[src/common/vsc_map.svh]
`ifndef VSC_MAP_SVH
`define VSC_MAP_SVH

// Storage organisation
`define VSC_SEG_COUNT    8'hA0
`define VSC_SEG_LAST     8'h9F
`define VSC_SEG_FIRST    8'h00
`define VSC_SEG_STEP     8'h01

// Address field split: top bits select option space
`define VSC_MODE_RANGE   7:6
`define VSC_OPT_RANGE    5:0
`define VSC_MODE_OPTS    2'h3
`define VSC_LOW_CONSEC_SEL 4     // Consecutive option bit in option space

// Segment duration: figure in ns, clock period in ns
`define VSC_SEG_TIME_NS  100000000
`define VSC_CLK_NS       10
`define VSC_SEG_TICKS    (`VSC_SEG_TIME_NS / `VSC_CLK_NS)

// Register byte offsets
`define VSC_AXI_AW       12
`define VSC_WORD_MASK    12'hFFC
`define VSC_REG_CFG      12'h000
`define VSC_REG_STATUS   12'h004
`define VSC_REG_ERASE    12'h008

// Register select codes
`define VSC_SEL_CFG      2'h0
`define VSC_SEL_STATUS   2'h1
`define VSC_SEL_ERASE    2'h2
`define VSC_SEL_NONE     2'h3

// Bus responses and reset values
`define VSC_RESP_OKAY    2'h0
`define VSC_RESP_SLVERR  2'h2
`define VSC_ERASE_BIT    0
`define VSC_ZERO32       32'h0000_0000

`endif

[src/common/vsc_pkg.sv]
package vsc_pkg;

   // Control sequencer states
   typedef enum logic [1:0] {
      VSC_IDLE  = 2'b00,
      VSC_REC   = 2'b01,
      VSC_PLAY  = 2'b10,
      VSC_SLEEP = 2'b11
   } vsc_state_e;

   // Host-side control pins
   typedef struct packed {
      logic       selectN;          // Active-low select
      logic       playDir;          // High play, low record
      logic [7:0] segmentAddr;      // Segment address or options
      logic       lowPowerRequest;  // Low-power request
   } vsc_ctl_in_s;

   // Device-side status pins
   typedef struct packed {
      logic       msgEndFlagN;      // Message end flag, low active
      logic       speakerHold;      // Speaker outputs held at analog ground
      logic       auxRoute;         // Auxiliary input feeds speaker path
      logic       recordActive;     // Record cycle running
      logic       playActive;       // Playback cycle running
      logic       lowPowerMode;     // Very low power state
      logic [7:0] curSegment;       // Current segment pointer
   } vsc_ctl_out_s;

   // Option bits, in address bit order 5 down to 0
   typedef struct packed {
      logic levelPlay;
      logic consec;
      logic loop;
      logic ovfOnly;
      logic eomDel;
      logic cue;
   } vsc_opt_s;

endpackage

[src/logic/vsc_seg_timer.sv]
`timescale 1ns/1ps
// Segment timer: one tick per programmed segment period
module vsc_seg_timer #(
   parameter int unsigned W = 32
) (
   input  wire logic         clk,      // System clock
   input  wire logic         rst,      // Synchronous reset, high
   input  wire logic         run,      // Count while high
   input  wire logic         restart,  // Restart period from zero
   input  wire logic [W-1:0] period,   // Clocks per segment
   output logic              tick      // Last clock of a segment
);

   logic [W-1:0] cnt_ff;
   logic [W-1:0] lastCnt;

   // A zero period acts as one so the tick never stalls
   assign lastCnt = (period == '0) ? '0 : W'(period - W'(1));
   assign tick    = run && (cnt_ff == lastCnt);

   // Counter restarts on command and on every tick
   always_ff @(posedge clk) begin
      if (rst || restart) begin
         cnt_ff <= '0;
      end else if (tick) begin
         cnt_ff <= '0;
      end else if (run) begin
         cnt_ff <= W'(cnt_ff + W'(1));
      end
   end

endmodule

[src/logic/vsc_control_port.sv]
`timescale 1ns/1ps
`include "vsc_map.svh"
module vsc_control_port #(
   parameter int unsigned SEG_TICKS = `VSC_SEG_TICKS
) (
   input  wire logic                      clk,            // 100 MHz clock
   input  wire logic                      rst,            // Synchronous reset, high
   input  wire vsc_pkg::vsc_ctl_in_s      pinIn,          // Control pins
   output vsc_pkg::vsc_ctl_out_s          pinOut,         // Status pins
   input  wire logic [`VSC_AXI_AW-1:0]    s_axi_awaddr,   // Write address
   input  wire logic                      s_axi_awvalid,  // Write address valid
   output logic                           s_axi_awready,  // Write address ready
   input  wire logic [31:0]               s_axi_wdata,    // Write data
   input  wire logic [3:0]                s_axi_wstrb,    // Write byte strobes
   input  wire logic                      s_axi_wvalid,   // Write data valid
   output logic                           s_axi_wready,   // Write data ready
   output logic [1:0]                     s_axi_bresp,    // Write response
   output logic                           s_axi_bvalid,   // Write response valid
   input  wire logic                      s_axi_bready,   // Write response ready
   input  wire logic [`VSC_AXI_AW-1:0]    s_axi_araddr,   // Read address
   input  wire logic                      s_axi_arvalid,  // Read address valid
   output logic                           s_axi_arready,  // Read address ready
   output logic [31:0]                    s_axi_rdata,    // Read data
   output logic [1:0]                     s_axi_rresp,    // Read response
   output logic                           s_axi_rvalid,   // Read data valid
   input  wire logic                      s_axi_rready    // Read data ready
);

   vsc_pkg::vsc_state_e state_ff;
   vsc_pkg::vsc_opt_s   opt_ff;
   logic [7:0]          addrLatch_ff;
   logic                dirLatch_ff;
   logic [7:0]          curSeg_ff;
   logic [7:0]          startSeg_ff;
   logic                selPrev_ff;
   logic                ovf_ff;
   logic                eomLow_ff;
   logic [31:0]         cfgTicks_ff;
   logic                mark_ff [`VSC_SEG_COUNT];
   logic                selFall;
   logic                selRise;
   logic                isOpt;
   logic                start;
   logic                active;
   logic                segTick;
   logic                lastTick;
   logic                endHit;
   logic [7:0]          startVal;
   logic                awHeld_ff;
   logic                wHeld_ff;
   logic [`VSC_AXI_AW-1:0] awAddr_ff;
   logic [31:0]         wData_ff;
   logic [3:0]          wStrb_ff;
   logic                bvalid_ff;
   logic [1:0]          bresp_ff;
   logic                rvalid_ff;
   logic [31:0]         rdata_ff;
   logic [1:0]          rresp_ff;
   logic                doWrite;
   logic [1:0]          wSel;
   logic                eraseReq;

   // Word decode shared by both bus directions
   function automatic logic [1:0] regSel(input logic [`VSC_AXI_AW-1:0] a);
      logic [`VSC_AXI_AW-1:0] w;
      w = a & `VSC_WORD_MASK;
      case (w)
         `VSC_REG_CFG:    regSel = `VSC_SEL_CFG;
         `VSC_REG_STATUS: regSel = `VSC_SEL_STATUS;
         `VSC_REG_ERASE:  regSel = `VSC_SEL_ERASE;
         default:         regSel = `VSC_SEL_NONE;
      endcase
   endfunction

   // Select edges; pins are already synchronous to clk
   assign selFall  = selPrev_ff && !pinIn.selectN;
   assign selRise  = !selPrev_ff && pinIn.selectN;
   assign isOpt    = (pinIn.segmentAddr[`VSC_MODE_RANGE] == `VSC_MODE_OPTS);
   assign active   = (state_ff == vsc_pkg::VSC_REC) || (state_ff == vsc_pkg::VSC_PLAY);
   assign lastTick = segTick && (curSeg_ff == `VSC_SEG_LAST);
   assign endHit   = mark_ff[curSeg_ff];

   // A full device refuses new cycles until low power clears it
   assign start = (state_ff == vsc_pkg::VSC_IDLE) && selFall
                  && !pinIn.lowPowerRequest && !ovf_ff;

   // Start segment: direct address, or pointer kept in consecutive mode
   always_comb begin
      if (isOpt) begin
         startVal = pinIn.segmentAddr[`VSC_LOW_CONSEC_SEL] ? curSeg_ff : `VSC_SEG_FIRST;
      end else if (pinIn.segmentAddr < `VSC_SEG_COUNT) begin
         startVal = pinIn.segmentAddr;
      end else begin
         startVal = `VSC_SEG_FIRST;
      end
   end

   always_ff @(posedge clk) begin
      if (rst) begin
         selPrev_ff <= 1'b1;
      end else begin
         selPrev_ff <= pinIn.selectN;
      end
   end

   // Address and direction latch on every select falling edge
   always_ff @(posedge clk) begin
      if (rst) begin
         addrLatch_ff <= `VSC_SEG_FIRST;
         dirLatch_ff  <= 1'b0;
         opt_ff       <= '0;
      end else if (selFall) begin
         addrLatch_ff <= pinIn.segmentAddr;
         dirLatch_ff  <= pinIn.playDir;
         opt_ff       <= isOpt ? vsc_pkg::vsc_opt_s'(pinIn.segmentAddr[`VSC_OPT_RANGE]) : '0;
      end
   end

   // Sequencer
   always_ff @(posedge clk) begin
      if (rst) begin
         state_ff <= vsc_pkg::VSC_IDLE;
      end else begin
         case (state_ff)
            vsc_pkg::VSC_IDLE: begin
               if (pinIn.lowPowerRequest) begin
                  state_ff <= vsc_pkg::VSC_SLEEP;
               end else if (start) begin
                  state_ff <= pinIn.playDir ? vsc_pkg::VSC_PLAY : vsc_pkg::VSC_REC;
               end
            end
            vsc_pkg::VSC_REC: begin
               if (selRise || lastTick) begin
                  state_ff <= vsc_pkg::VSC_IDLE;
               end
            end
            vsc_pkg::VSC_PLAY: begin
               if (selRise) begin
                  state_ff <= vsc_pkg::VSC_IDLE;
               end else if (lastTick || (segTick && endHit && !opt_ff.loop)) begin
                  state_ff <= vsc_pkg::VSC_IDLE;
               end
            end
            vsc_pkg::VSC_SLEEP: begin
               if (!pinIn.lowPowerRequest) begin
                  state_ff <= vsc_pkg::VSC_IDLE;
               end
            end
            default: state_ff <= vsc_pkg::VSC_IDLE;
         endcase
      end
   end

   // Segment pointer: load, auto-increment, loop, reset in low power
   always_ff @(posedge clk) begin
      if (rst) begin
         curSeg_ff   <= `VSC_SEG_FIRST;
         startSeg_ff <= `VSC_SEG_FIRST;
      end else if (state_ff == vsc_pkg::VSC_SLEEP) begin
         curSeg_ff <= `VSC_SEG_FIRST;
      end else if (start) begin
         curSeg_ff   <= startVal;
         startSeg_ff <= startVal;
      end else if (active && segTick && !lastTick && !selRise) begin
         if (state_ff == vsc_pkg::VSC_PLAY && endHit) begin
            curSeg_ff <= opt_ff.loop ? startSeg_ff : curSeg_ff;
         end else begin
            curSeg_ff <= curSeg_ff + `VSC_SEG_STEP;
         end
      end
   end

   // Overflow stays until low power resets the address
   always_ff @(posedge clk) begin
      if (rst) begin
         ovf_ff <= 1'b0;
      end else if (active && lastTick && !selRise) begin
         ovf_ff <= 1'b1;
      end else if (state_ff == vsc_pkg::VSC_SLEEP) begin
         ovf_ff <= 1'b0;
      end
   end

   // End flag: a new event wins over the clear at a fresh start
   always_ff @(posedge clk) begin
      if (rst) begin
         eomLow_ff <= 1'b0;
      end else if ((active && lastTick && !selRise) ||
                   (state_ff == vsc_pkg::VSC_PLAY && segTick && endHit && !opt_ff.ovfOnly)) begin
         eomLow_ff <= 1'b1;
      end else if (start || state_ff == vsc_pkg::VSC_SLEEP) begin
         eomLow_ff <= 1'b0;
      end
   end

   // End markers: erase first so a marker written now survives
   always_ff @(posedge clk) begin
      if (rst) begin
         for (int i = 0; i < `VSC_SEG_COUNT; i++) begin
            mark_ff[i] <= 1'b0;
         end
      end else begin
         if (eraseReq) begin
            for (int i = 0; i < `VSC_SEG_COUNT; i++) begin
               mark_ff[i] <= 1'b0;
            end
         end
         if (state_ff == vsc_pkg::VSC_REC && selRise) begin
            mark_ff[curSeg_ff] <= 1'b1;
         end else if (state_ff == vsc_pkg::VSC_REC && segTick) begin
            mark_ff[curSeg_ff] <= 1'b0;
         end
      end
   end

   vsc_seg_timer #(
      .W       (32)
   ) u_timer (
      .clk     (clk),
      .rst     (rst),
      .run     (active),
      .restart (start),
      .period  (cfgTicks_ff),
      .tick    (segTick)
   );

   // Pin outputs decoded from sequencer state, end flag, latched direction, overflow and segment pointer
   always_comb begin
      pinOut              = '0;
      pinOut.msgEndFlagN  = !eomLow_ff;
      pinOut.speakerHold  = (state_ff == vsc_pkg::VSC_REC) || (state_ff == vsc_pkg::VSC_SLEEP);
      pinOut.auxRoute     = (state_ff == vsc_pkg::VSC_IDLE) && (dirLatch_ff || ovf_ff);
      pinOut.recordActive = (state_ff == vsc_pkg::VSC_REC);
      pinOut.playActive   = (state_ff == vsc_pkg::VSC_PLAY);
      pinOut.lowPowerMode = (state_ff == vsc_pkg::VSC_SLEEP);
      pinOut.curSegment   = curSeg_ff;
   end

   // Write channel: address and data held independently
   assign s_axi_awready = !awHeld_ff;
   assign s_axi_wready  = !wHeld_ff;
   assign doWrite       = awHeld_ff && wHeld_ff && !bvalid_ff;
   assign wSel          = regSel(awAddr_ff);
   assign eraseReq      = doWrite && (wSel == `VSC_SEL_ERASE)
                          && wStrb_ff[0] && wData_ff[`VSC_ERASE_BIT];

   always_ff @(posedge clk) begin
      if (rst) begin
         awHeld_ff <= 1'b0;
         wHeld_ff  <= 1'b0;
         awAddr_ff <= '0;
         wData_ff  <= `VSC_ZERO32;
         wStrb_ff  <= '0;
      end else begin
         if (s_axi_awvalid && !awHeld_ff) begin
            awHeld_ff <= 1'b1;
            awAddr_ff <= s_axi_awaddr;
         end else if (doWrite) begin
            awHeld_ff <= 1'b0;
         end
         if (s_axi_wvalid && !wHeld_ff) begin
            wHeld_ff <= 1'b1;
            wData_ff <= s_axi_wdata;
            wStrb_ff <= s_axi_wstrb;
         end else if (doWrite) begin
            wHeld_ff <= 1'b0;
         end
      end
   end

   // Segment period register, byte-lane writes
   always_ff @(posedge clk) begin
      if (rst) begin
         cfgTicks_ff <= 32'(SEG_TICKS);
      end else if (doWrite && wSel == `VSC_SEL_CFG) begin
         for (int b = 0; b < 4; b++) begin
            if (wStrb_ff[b]) begin
               cfgTicks_ff[b*8 +: 8] <= wData_ff[b*8 +: 8];
            end
         end
      end
   end

   // Write response; unmapped words answer SLVERR
   always_ff @(posedge clk) begin
      if (rst) begin
         bvalid_ff <= 1'b0;
         bresp_ff  <= `VSC_RESP_OKAY;
      end else if (doWrite) begin
         bvalid_ff <= 1'b1;
         bresp_ff  <= (wSel == `VSC_SEL_NONE) ? `VSC_RESP_SLVERR : `VSC_RESP_OKAY;
      end else if (s_axi_bready) begin
         bvalid_ff <= 1'b0;
      end
   end

   assign s_axi_bvalid  = bvalid_ff;
   assign s_axi_bresp   = bresp_ff;
   assign s_axi_arready = !rvalid_ff;
   assign s_axi_rvalid  = rvalid_ff;
   assign s_axi_rdata   = rdata_ff;
   assign s_axi_rresp   = rresp_ff;

   // Read channel; status word shows live sequencer state
   always_ff @(posedge clk) begin
      if (rst) begin
         rvalid_ff <= 1'b0;
         rdata_ff  <= `VSC_ZERO32;
         rresp_ff  <= `VSC_RESP_OKAY;
      end else if (s_axi_arvalid && !rvalid_ff) begin
         rvalid_ff <= 1'b1;
         rresp_ff  <= `VSC_RESP_OKAY;
         case (regSel(s_axi_araddr))
            `VSC_SEL_CFG:    rdata_ff <= cfgTicks_ff;
            `VSC_SEL_STATUS: rdata_ff <= {10'h000, opt_ff, curSeg_ff, 3'h0,
                                          ovf_ff, eomLow_ff, dirLatch_ff, state_ff};
            `VSC_SEL_ERASE:  rdata_ff <= `VSC_ZERO32;
            default: begin
               rdata_ff <= `VSC_ZERO32;
               rresp_ff <= `VSC_RESP_SLVERR;
            end
         endcase
      end else if (s_axi_rready) begin
         rvalid_ff <= 1'b0;
      end
   end
endmodule

[config.mk]
export PLATFORM = sky130hd
export DESIGN_NAME = vsc_control_port
export DESIGN_NICKNAME = d
export VERILOG_FILES = /design/src/common/vsc_pkg.sv /design/src/logic/vsc_seg_timer.sv /design/src/logic/vsc_control_port.sv
export VERILOG_INCLUDE_DIRS = /design/src /design/src/common
export SDC_FILE = /design/constraint.sdc
export NUM_CORES = 1
export LEC_CHECK = 0
export BUFFER_PORTS_ARGS = -buffer_cell sky130_fd_sc_hd__buf_4
export CAP_MARGIN = 5
export CORE_ASPECT_RATIO = 1.1
export CORE_MARGIN = 1
export CORE_UTILIZATION = 61
export CTS_CLUSTER_DIAMETER = 100
export DETAILED_ROUTE_END_ITERATION = 16
export PLACE_DENSITY = 0.86
export SKIP_CTS_REPAIR_TIMING = 1
export SLEW_MARGIN = 10
export SYNTH_ARGS = -nofsm -noshare
export SYNTH_HDL_FRONTEND = slang
export SYNTH_SLANG_ARGS = --single-unit
export TNS_END_PERCENT = 10
[constraint.sdc]
create_clock -name clk -period 9.1 [get_ports clk]
set_clock_uncertainty 0.15 [all_clocks]
set_input_delay 0.91 -clock clk [delete_from_list [all_inputs] [get_ports clk]]
set_output_delay 0.91 -clock clk [all_outputs]
set_load 0.01 [all_outputs]
### After elaboration in Yosys (flattened, before gate mapping)

Memory sizes are Yosys's and may differ from the RTL's. A register that Yosys moved wholly into a read port is not among the register bits.
Cells that the tools add are included.

* flip-flop bits (word level): 180
* bits in writable memories: 160
* output and inout bits: 55
* logic and storage cells: 498
* memories kept: 1

Memory list
* mark_ff: depth 160, width 1, rd ports 1, clocked after memory_dff 1, wr ports 161, line vsc_control_port.sv:39 `` logic mark_ff [`VSC_SEG_COUNT]; ``

* add/sub/neg operators: 3
* $lt $le $gt $ge: 1
* equal/unequal tests: 19
* muxes and demuxes: 210
* bitwise operators: 162
* reduce and logical (&&, ||, !) cells: 74

Operators by type and width (count)
* 1-bit two-way mux: 184
* 1-bit OR: 161
* 8-bit two-way mux: 9
* 32-bit case mux with 2 select lines: 1
* 32-bit by 1-bit adder with 32-bit output (second input constant): 1
* 32-bit == test: 1
* 32-bit logical NOT: 1
* 32-bit two-way mux: 1
* 32-bit by 1-bit subtractor with 32-bit output (second input constant): 1
* 1-bit logical AND: 30
* 12-bit logical NOT: 2
* 2-bit two-way mux: 11
* 10-bit by 1-bit == test with 1-bit output (second input constant): 2
* 10-bit by 2-bit == test with 1-bit output (second input constant): 2
* 2-bit nonzero test: 7
* 1-bit logical NOT: 13
* 2-bit == test (second input constant): 6
* 2-bit case mux with 3 select lines: 2
* 2-bit AND reduction: 6
* 8-bit by 1-bit adder with 8-bit output (second input constant): 1
* 8-bit == test (second input constant): 1
* 1-bit logical OR: 8
* 8-bit < comparator (second input constant): 1
* 2-bit case mux with 4 select lines: 1
* other kinds (11): 16

### Depth between registers and ports, before layout

Gate-level depths: netlist (run 1).

* word-level depth: 12
* depth in mapped cells: 18
* gate-level depth less buffers: 13

### Hierarchy

From an unflattened synthesis (run 1), not the netlist that was laid out.

* cells, all modules: 2175
* area, all modules: 21800.9 um^2

By module, submodules not included
* vsc_control_port: instances 1, cells each 1764, area an instance 18675.4 um^2, seq. area each 10730.3 um^2
* vsc_seg_timer: instances 1, cells each 411, area an instance 3125.5 um^2, seq. area each 640.6 um^2

### Worst setup path before layout (run 1)

OpenSTA, ideal clock, no wires.

* path kind: reg2reg
* from: register cfgTicks_ff[0]
* to: memory mark_ff[160] (data pin)
* library setup time: 0.754 ns
* arrival time: 4.434 ns
* required time: 8.196 ns
* slack: 3.762 ns
* cell stages (with the launch flop): 14
* clock period less this slack: 5.338 ns
* cell sequence: dfxtp_1 -> clkbuf_1 -> inv_1 -> ha_1 -> nor2b_1 -> nand3_2 -> nor4_4 -> a21oi_1 -> o32a_1 -> or4_4 -> a2111oi_4 -> and3_1 -> buf_6 -> nand3_1

RTL lines
* start, declared: line vsc_control_port.sv:38 `logic [31:0] cfgTicks_ff;`
* start signal, assigned: line vsc_control_port.sv:274 `cfgTicks_ff <= 32'(SEG_TICKS);`
* start signal, assigned by index: line vsc_control_port.sv:278 `cfgTicks_ff[b*8 +: 8] <= wData_ff[b*8 +: 8];`
* end, declared: line vsc_control_port.sv:39

==> results.md, run 1 <==
* Setup WS pre-CTS at 2.94 ns
* Vias in the first global route at 16,800
* F_max at 160 MHz
* Primary FF master, synth: edfxtp_1
* Pin count of the biggest net entering global routing at 134
* Syn Inst Count at 2,207
* Crit-path max FO at 17
* Inserted Clock Buffers at 44
* H-tree depth at 2
* GRT Max-Usage Layer: met2
* Initial antenna violation count at 0
* Setup_tns at 0 ns
* # Max-Cap Violations at 0
* Power share of the clock group at 39.0%
* Synth async-reset ratio at 0%
* GR Util met3 at 5.74%
* Drt first pass iters at 7
* Overall global routing resource usage at 32.4%
* Worst-skew pair later-pin latency at 0.55 ns
* CORE AREA at 35,000 sq um
* R2r setup slk at 2.85 ns
* GP Congestion at 0.900
* P_leak at 0.00826 uW
* Netlist cell types at 86
* Max Slew Vio Count at 0
* Post-route design area at 23,900 sq um
* Cell with the most instances after synthesis: nor2_1
* Setup Crit Path Kind: reg2reg
* Post-synth top cells: 365 x nor2_1, 256 x edfxtp_1, 243 x nand2_1
* Die Height at 200 um
* CTS max path bufs at 3
* IO buf count at 126
* Maximum VDD drop at 0.139 mV
* Total grt overflow at 0
* Die width at 182 um
* Routed vias/inst at 6.44
* Cell area after synthesis at 21,700 sq um
* Outcome: complete, no violations
* Post-synthesis sequential area ratio at 52.5%
* CTS Sinks at 440
* Combinational Power Share at 13.1%
* Wirelength per Cell at 21.7 um
* Compound-Gate Fraction of Synth Area at 11.7%
* Met1 Resource Use GR at 38.3%
* P_int at 3430 uW
* Number of synthesized flops with an enable pin at 256
* Part of the cycle the worst path needs at 68.7%
* DR iter-0 viols at 1,969
* Switching pwr at 1200 uW
* Placed cells at 2,599
* Simple-gate share of the synthesized area at 19.5%
* Xor-xnor portion of the synthesized cell area at 2.37%
* Fin. Hold Viols at 0
* RSZ-0062 raised after global routing: no
* WP data required at 9.18 ns
* Crit path time final at 6.25 ns
* Number of non-filler instances in the completed layout at 2,680
* Synth Area in Adders at 0.577%
* CP peak stage delay at 0.96 ns
* FP Rows at 72
* Power density over the cells at 193 nW/um^2
* Worst path cell trace: nor3_1, nand3_2, nor4_4, a21oi_1, o32a_1, or4_4, a2111oi_4, and3_1, o21ai_4, or4_1, nor2_1
* Synthesized flop and latch total at 440
* Multiplexer area fraction after synthesis at 8.91%
* CP Data Arrival Time at 6.34 ns
* # IOs at 133
* Combinational family with the most area after synthesis: simple AND/OR/NAND/NOR gates
* CP startpoint kind: flop
* TritonCTS clock tree: built
* Worst min path class: reg2reg
* First-pass GRT wire length at 90,700 um
* Sequential share of power at 47.9%
* Starting Density at 61.8%
* # DRC at 0
* Routed WL at 58,100 um
* Antenna Cells at 0
* Switching Fraction at 25.9%
* Share of layout cells above drive strength 1 at 16.0%
* Final ANT Viol Nets at 0
* Top cell type's share of synthesized area at 35.5%
* Vias at 17,300
* Worst slew margin at 13.0%
* Met2 Track Usage GR at 56.3%
* Syn_area_per_cell at 9.82 sq um
* Crit path max-delay cell type: nor3_1
* Final setup viols at 0
* Critical Path Sink Type: flop
* Root buf cell: clkbuf_16
* Reg clk slew, reported paths at 0.06 ns
* Final-stage net count at 2,289
* Die footprint at 36,300 sq um
* Dpl cell area at 22,500 sq um
* Slew @ Worst Pin at 1.30 ns
* Synth top area cells: edfxtp_1 35%, dfxtp_1 17%, nor2_1 6.3%
* Detailed Place HPWL at 37,400 um
* Post-synth top area cell: edfxtp_1
* Synth warn at 0
* P&R area growth vs syn at 10.5%
* Setup ws final at 2.85 ns
## critical path, delay by kind of cell (launching register included)
kind	cells	cell delay (ns)
flops	1	0.41
simple gates	7	4.28
compound gates	4	1.07
## cell usage in the layout, fill, tap and decap left out, drive strengths merged, types with 4 or more instances in the layout
| cell | synthesis | final |
|---|---|---|
| dfxtp | 184 | 184 |
| clkinv | 1 | 15 |
| or4 | 10 | 10 |
| xor2 | 27 | 27 |
| edfxtp | 256 | 256 |
| ha | 10 | 10 |
| a311oi | 5 | 5 |
| nand3 | 58 | 58 |
| o2111ai | 4 | 4 |
| clkbuf | 167 | 64 |
| or3 | 15 | 15 |
| nand2b | 18 | 18 |
| nand3b | 10 | 10 |
| inv | 29 | 29 |
| a221oi | 8 | 8 |
| a22oi | 50 | 50 |
| mux4 | 46 | 46 |
| a21oi | 105 | 105 |
| mux2i | 58 | 58 |
| nor2b | 25 | 25 |
| nand4 | 23 | 23 |
| nand2 | 243 | 243 |
| o22ai | 5 | 5 |
| o21a | 5 | 5 |
| a211oi | 13 | 13 |
| nor4 | 30 | 30 |
| nor2 | 405 | 405 |
| buf | 33 | 147 |
| a31oi | 8 | 8 |
| mux2 | 28 | 28 |
| nor3 | 32 | 32 |
| o21ai | 185 | 185 |
| and2 | 8 | 8 |
| o221ai | 5 | 5 |
| or2 | 9 | 9 |
| and3 | 13 | 13 |
| xnor2 | 29 | 29 |
## layer usage
layer,vias to the layer above,part of all wire (%)
li1,7812,-
met1,8174,36
met2,1061,49
met3,219,9.7
met4,0,5.6
met5,-,0
## final timing paths
kind                        from        endpoint  cells after the start
setup reg to reg  cfgTicks_ff[2]    mark_ff[193]                     11
setup / recovery  cfgTicks_ff[2]    mark_ff[193]                     11
hold / removal    s_axi_rresp[1]  s_axi_rresp[1]                      2
hold reg to reg   s_axi_rresp[1]  s_axi_rresp[1]                      2
## per-stage QoR
stage,hold slack (ns),utilization (%),power [uW]
2_1_floorplan,0.286,-,2650
3_3_place_gp,0.293,64.2,2820
3_5_place_dp,0.299,64.2,2850
4_1_cts,0.308,68.3,4620
5_1_grt,0.329,68.3,4760
6_report,0.304,68.3,4630
## power groups by stage
| stage | combinational [uW] | sequential [uW] | clock (uW) |
|---|---|---|---|
| final | 608 | 2220 | 1810 |
| after floorplan | 423 | 2220 | 0 |
| after detailed placement | 592 | 2250 | 0 |
| after global routing | 649 | 2220 | 1890 |
| after CTS | 599 | 2210 | 1810 |
| after global placement | 574 | 2250 | 0 |
## registers in the layout (all words and copies together), names as in the netlist, named ones only
register / cells
mark_ff: 256
cfgTicks_ff: 32
s_axi_rdata: 32
u_timer.cnt_ff: 32
wData_ff: 32
awAddr_ff: 10
curSeg_ff: 8
startSeg_ff: 8
opt_ff: 6
wStrb_ff: 4
state_ff: 2
awHeld_ff: 1
dirLatch_ff: 1
eomLow_ff: 1
ovf_ff: 1
s_axi_bresp: 1
s_axi_bvalid: 1
s_axi_rresp: 1
s_axi_rvalid: 1
selPrev_ff: 1
wHeld_ff: 1
## final cells by class
cell class,instances,area [sq um]
inverters,30,113
clock inverters,17,146
fillers,2533,11100
well taps,444,556
flip-flops and latches,440,11400
clock buffers,64,1290
repair buffers,147,1100
multi-input cells,1538,9360
## cell families after synthesis
group / after synthesis
adders and majority gates: 10
DFF: 440
xor gates and xnor gates: 57
AOI/OAI and AO/OA: 423
and+or+nand+nor: 914
muxes: 132
other: 1
buffers and inverters: 230
No activity file was read; power rests on OpenSTA's default activity.
==> run 2, diff against run 1 <==
==> constraint.sdc (replaced) <==
create_clock -name clk -period 6.25 [get_ports clk]
set_clock_uncertainty 0.15 [all_clocks]
set_input_delay 0.625 -clock clk [delete_from_list [all_inputs] [get_ports clk]]
set_output_delay 0.625 -clock clk [all_outputs]
set_load 0.01 [all_outputs]
==> results.md, run 2 (synthesis results as in run 1) <==
* Outcome: complete, no violations
* F_max at 182 MHz (+14%)
* P_leak at 0.00831 uW (+0.65%)
* Power share of the clock group at 39.2% (+0.2 points)
* Power density over the cells at 282 nW/um^2 (+46%)
* Uppermost layer routed: met4
* CP Data Arrival Time at 5.59 ns (-0.75 ns)
* FP Rows at 72 (unchanged)
* Vias in the first global route at 17,000 (+0.96%)
* Starting Density at 61.8% (unchanged)
* M1 WL at 20,800 um (+0.38%)
* Crit-path max FO at 17 (unchanged)
* Switching pwr at 1760 uW (+47%)
* Antenna Cells at 0 (unchanged)
* CP peak stage delay at 0.89 ns (-0.07 ns)
* Drt first pass iters at 7 (unchanged)
* H-tree depth at 2 (unchanged)
* CTS max path bufs at 3 (unchanged)
* Crit path time final at 5.50 ns (-0.756 ns)
* Inserted Clock Buffers at 44 (unchanged)
* CORE AREA at 35,000 sq um (unchanged)
* Worst slew margin at 14.9% (+2.0 points)
* Crit path max-delay cell type: or4_1
* Hold path start: s_axi_rready
* CP top delay family: simple AND/OR/NAND/NOR gates
* Most frequent cells in the layout: 364 x nor2_1, 256 x edfxtp_1, 243 x nand2_1
* FF/Latch Area at 11,400 sq um (unchanged)
* CP Buf/Inv Count at 1 (+1)
* DR iter-0 viols at 2,327 (+18%)
* Vias at 17,500 (+1.2%)
* Most common cell after layout, fill and taps aside: nor2_1
* Worst min path class: in2reg
* Final setup viols at 0 (unchanged)
* Final ANT Viol Nets at 0 (unchanged)
* Routed WL at 58,900 um (+1.4%)
* Footprint of the multi-input gates at 9360 sq um (unchanged)
* Reg clk slew, reported paths at 0.06 ns (about the same)
* Fill count at 2,508 (-0.99%)
* Critical Path Sink Type: flop
* Overall global routing resource usage at 32.8% (+0.39 points)
* Maximum VDD drop at 0.239 mV (+72%)
* Fin. Hold Viols at 0 (unchanged)
* Max Slew Vio Count at 0 (unchanged)
* Met3 layer wire length in the routed design at 5940 um (+5.2%)
* Routed wl met2 at 28,900 um (+1.8%)
* CP startpoint: cfgTicks_ff[0]
* Switching Fraction at 26.0% (+0.082 points)
* Worst path cell trace: inv_1, ha_1, nor2b_1, nand3_2, nor4_2, xnor2_1, a2111o_1, or4_4, a2111oi_4, and3_1, o21ai_4, or4_1, nor2_1
* Die Height at 200 um (unchanged)
* WP data required at 6.34 ns (-2.84 ns)
* # IOs at 133 (unchanged)
* Share of layout cells above drive strength 1 at 16.4% (+0.35 points)
* Pin count of the biggest net entering global routing at 106 (-21%)
* Setup_tns at 0 ns (unchanged)
* IO buf count at 126 (unchanged)
* Routed vias/inst at 6.50 (+0.89%)
* RSZ-0062 raised after global routing: no
* Worst r2r src: cfgTicks_ff[0]
* Initial antenna violation count at 0 (unchanged)
* # DRC at 0 (unchanged)
* P&R area growth vs syn at 10.8%
* Setup ws final at 0.753 ns (-2.09 ns)
* First-pass GRT wire length at 91,700 um (+1.1%)
* Sequential share of power at 48.1% (+0.2 points)
* P_int at 5010 uW (+46%)
* Part of the cycle the worst path needs at 88.0% (+19 points)
* Worst-skew pair later-pin latency at 0.57 ns (+0.02 ns)
* # Max-Cap Violations at 0 (unchanged)
* Largest register by flop count: mark_ff
* Setup WS pre-CTS at 0.847 ns (-2.09 ns)
* CP startpoint kind: flop
* TritonCTS clock tree: built
* GP Congestion at 0.896 (-0.44%)
* Setup Crit Path Kind: reg2reg
* Root buf cell: clkbuf_16
* Die width at 182 um (unchanged)
* CTS Sinks at 440 (unchanged)
* Final-stage net count at 2,296 (+0.31%)
* Combinational Power Share at 12.7% (-0.4 points)
* Max reg flops at 256 (unchanged)
* Die footprint at 36,300 sq um (unchanged)
* Wirelength per Cell at 21.9 um (+1.2%)
* Total grt overflow at 0 (unchanged)
* Detailed Place HPWL at 38,700 um (+3.5%)
* Slew @ Worst Pin at 1.27 ns (-0.0296 ns)
## run 2: cell types whose count changed in the layout (fill, tap and decap cells not counted)
cell        before  now
inv_4            0    1
buf_4          147  154
clkinv_2        11    7
clkbuf_1        13    8
clkinv_4         0    1
clkbuf_8         3    8
clkinv_1         3    6
clkinvlp_4       1    0
bufinv_16        2    1
clkbuf_2         0    1
## run 2: layer usage
layer  global-route usage [%]  vias to the layer above
met1                     38.9                     8325
met5                        0                        -
met3                     5.60                      223
met2                     56.9                     1084
met4                     18.2                        0
li1                         -                     7834
## run 2: stage by stage
stage	std cells	power, uW	instance area [sq um]	utilization [%]	hold slack [ns]
finish	2687	6770	24000	68.6	0.0896
CTS	2687	6760	24000	68.5	0.0804
floorplan	2208	3850	21700	-	0.286
detailed placement	2606	4150	22600	64.4	0.293
global route	2687	6960	24000	68.6	0.0802
global placement	2606	4120	22600	64.4	0.294
## run 2: power by group through the flow
stage	clock [uW]	combinational, uW	sequential [uW]
5_1_grt	2770	915	3270
2_1_floorplan	0	616	3240
4_1_cts	2660	844	3250
3_3_place_gp	0	809	3310
6_report	2650	862	3260
3_5_place_dp	0	834	3320
## run 2: area by class of cell
class,count,area share [%]
Sequential cell,440,47.4
Multi-Input combinational cell,1538,39.0
Clock buffer,65,5.60
Timing Repair Buffer,154,4.81
Tap cell,444,2.31
Clock inverter,16,0.479
Inverter,30,0.469
## run 2: path summary, 6_finish.rpt
kind / slack (ns) / endpoint / depth (start not counted)
setup reg to reg: 0.75 / mark_ff[194] / 13
setup / recovery: 0.75 / mark_ff[194] / 13
hold reg to reg: 0.30 / s_axi_rresp[1] / 2
hold / removal: 0.09 / s_axi_rvalid / 2
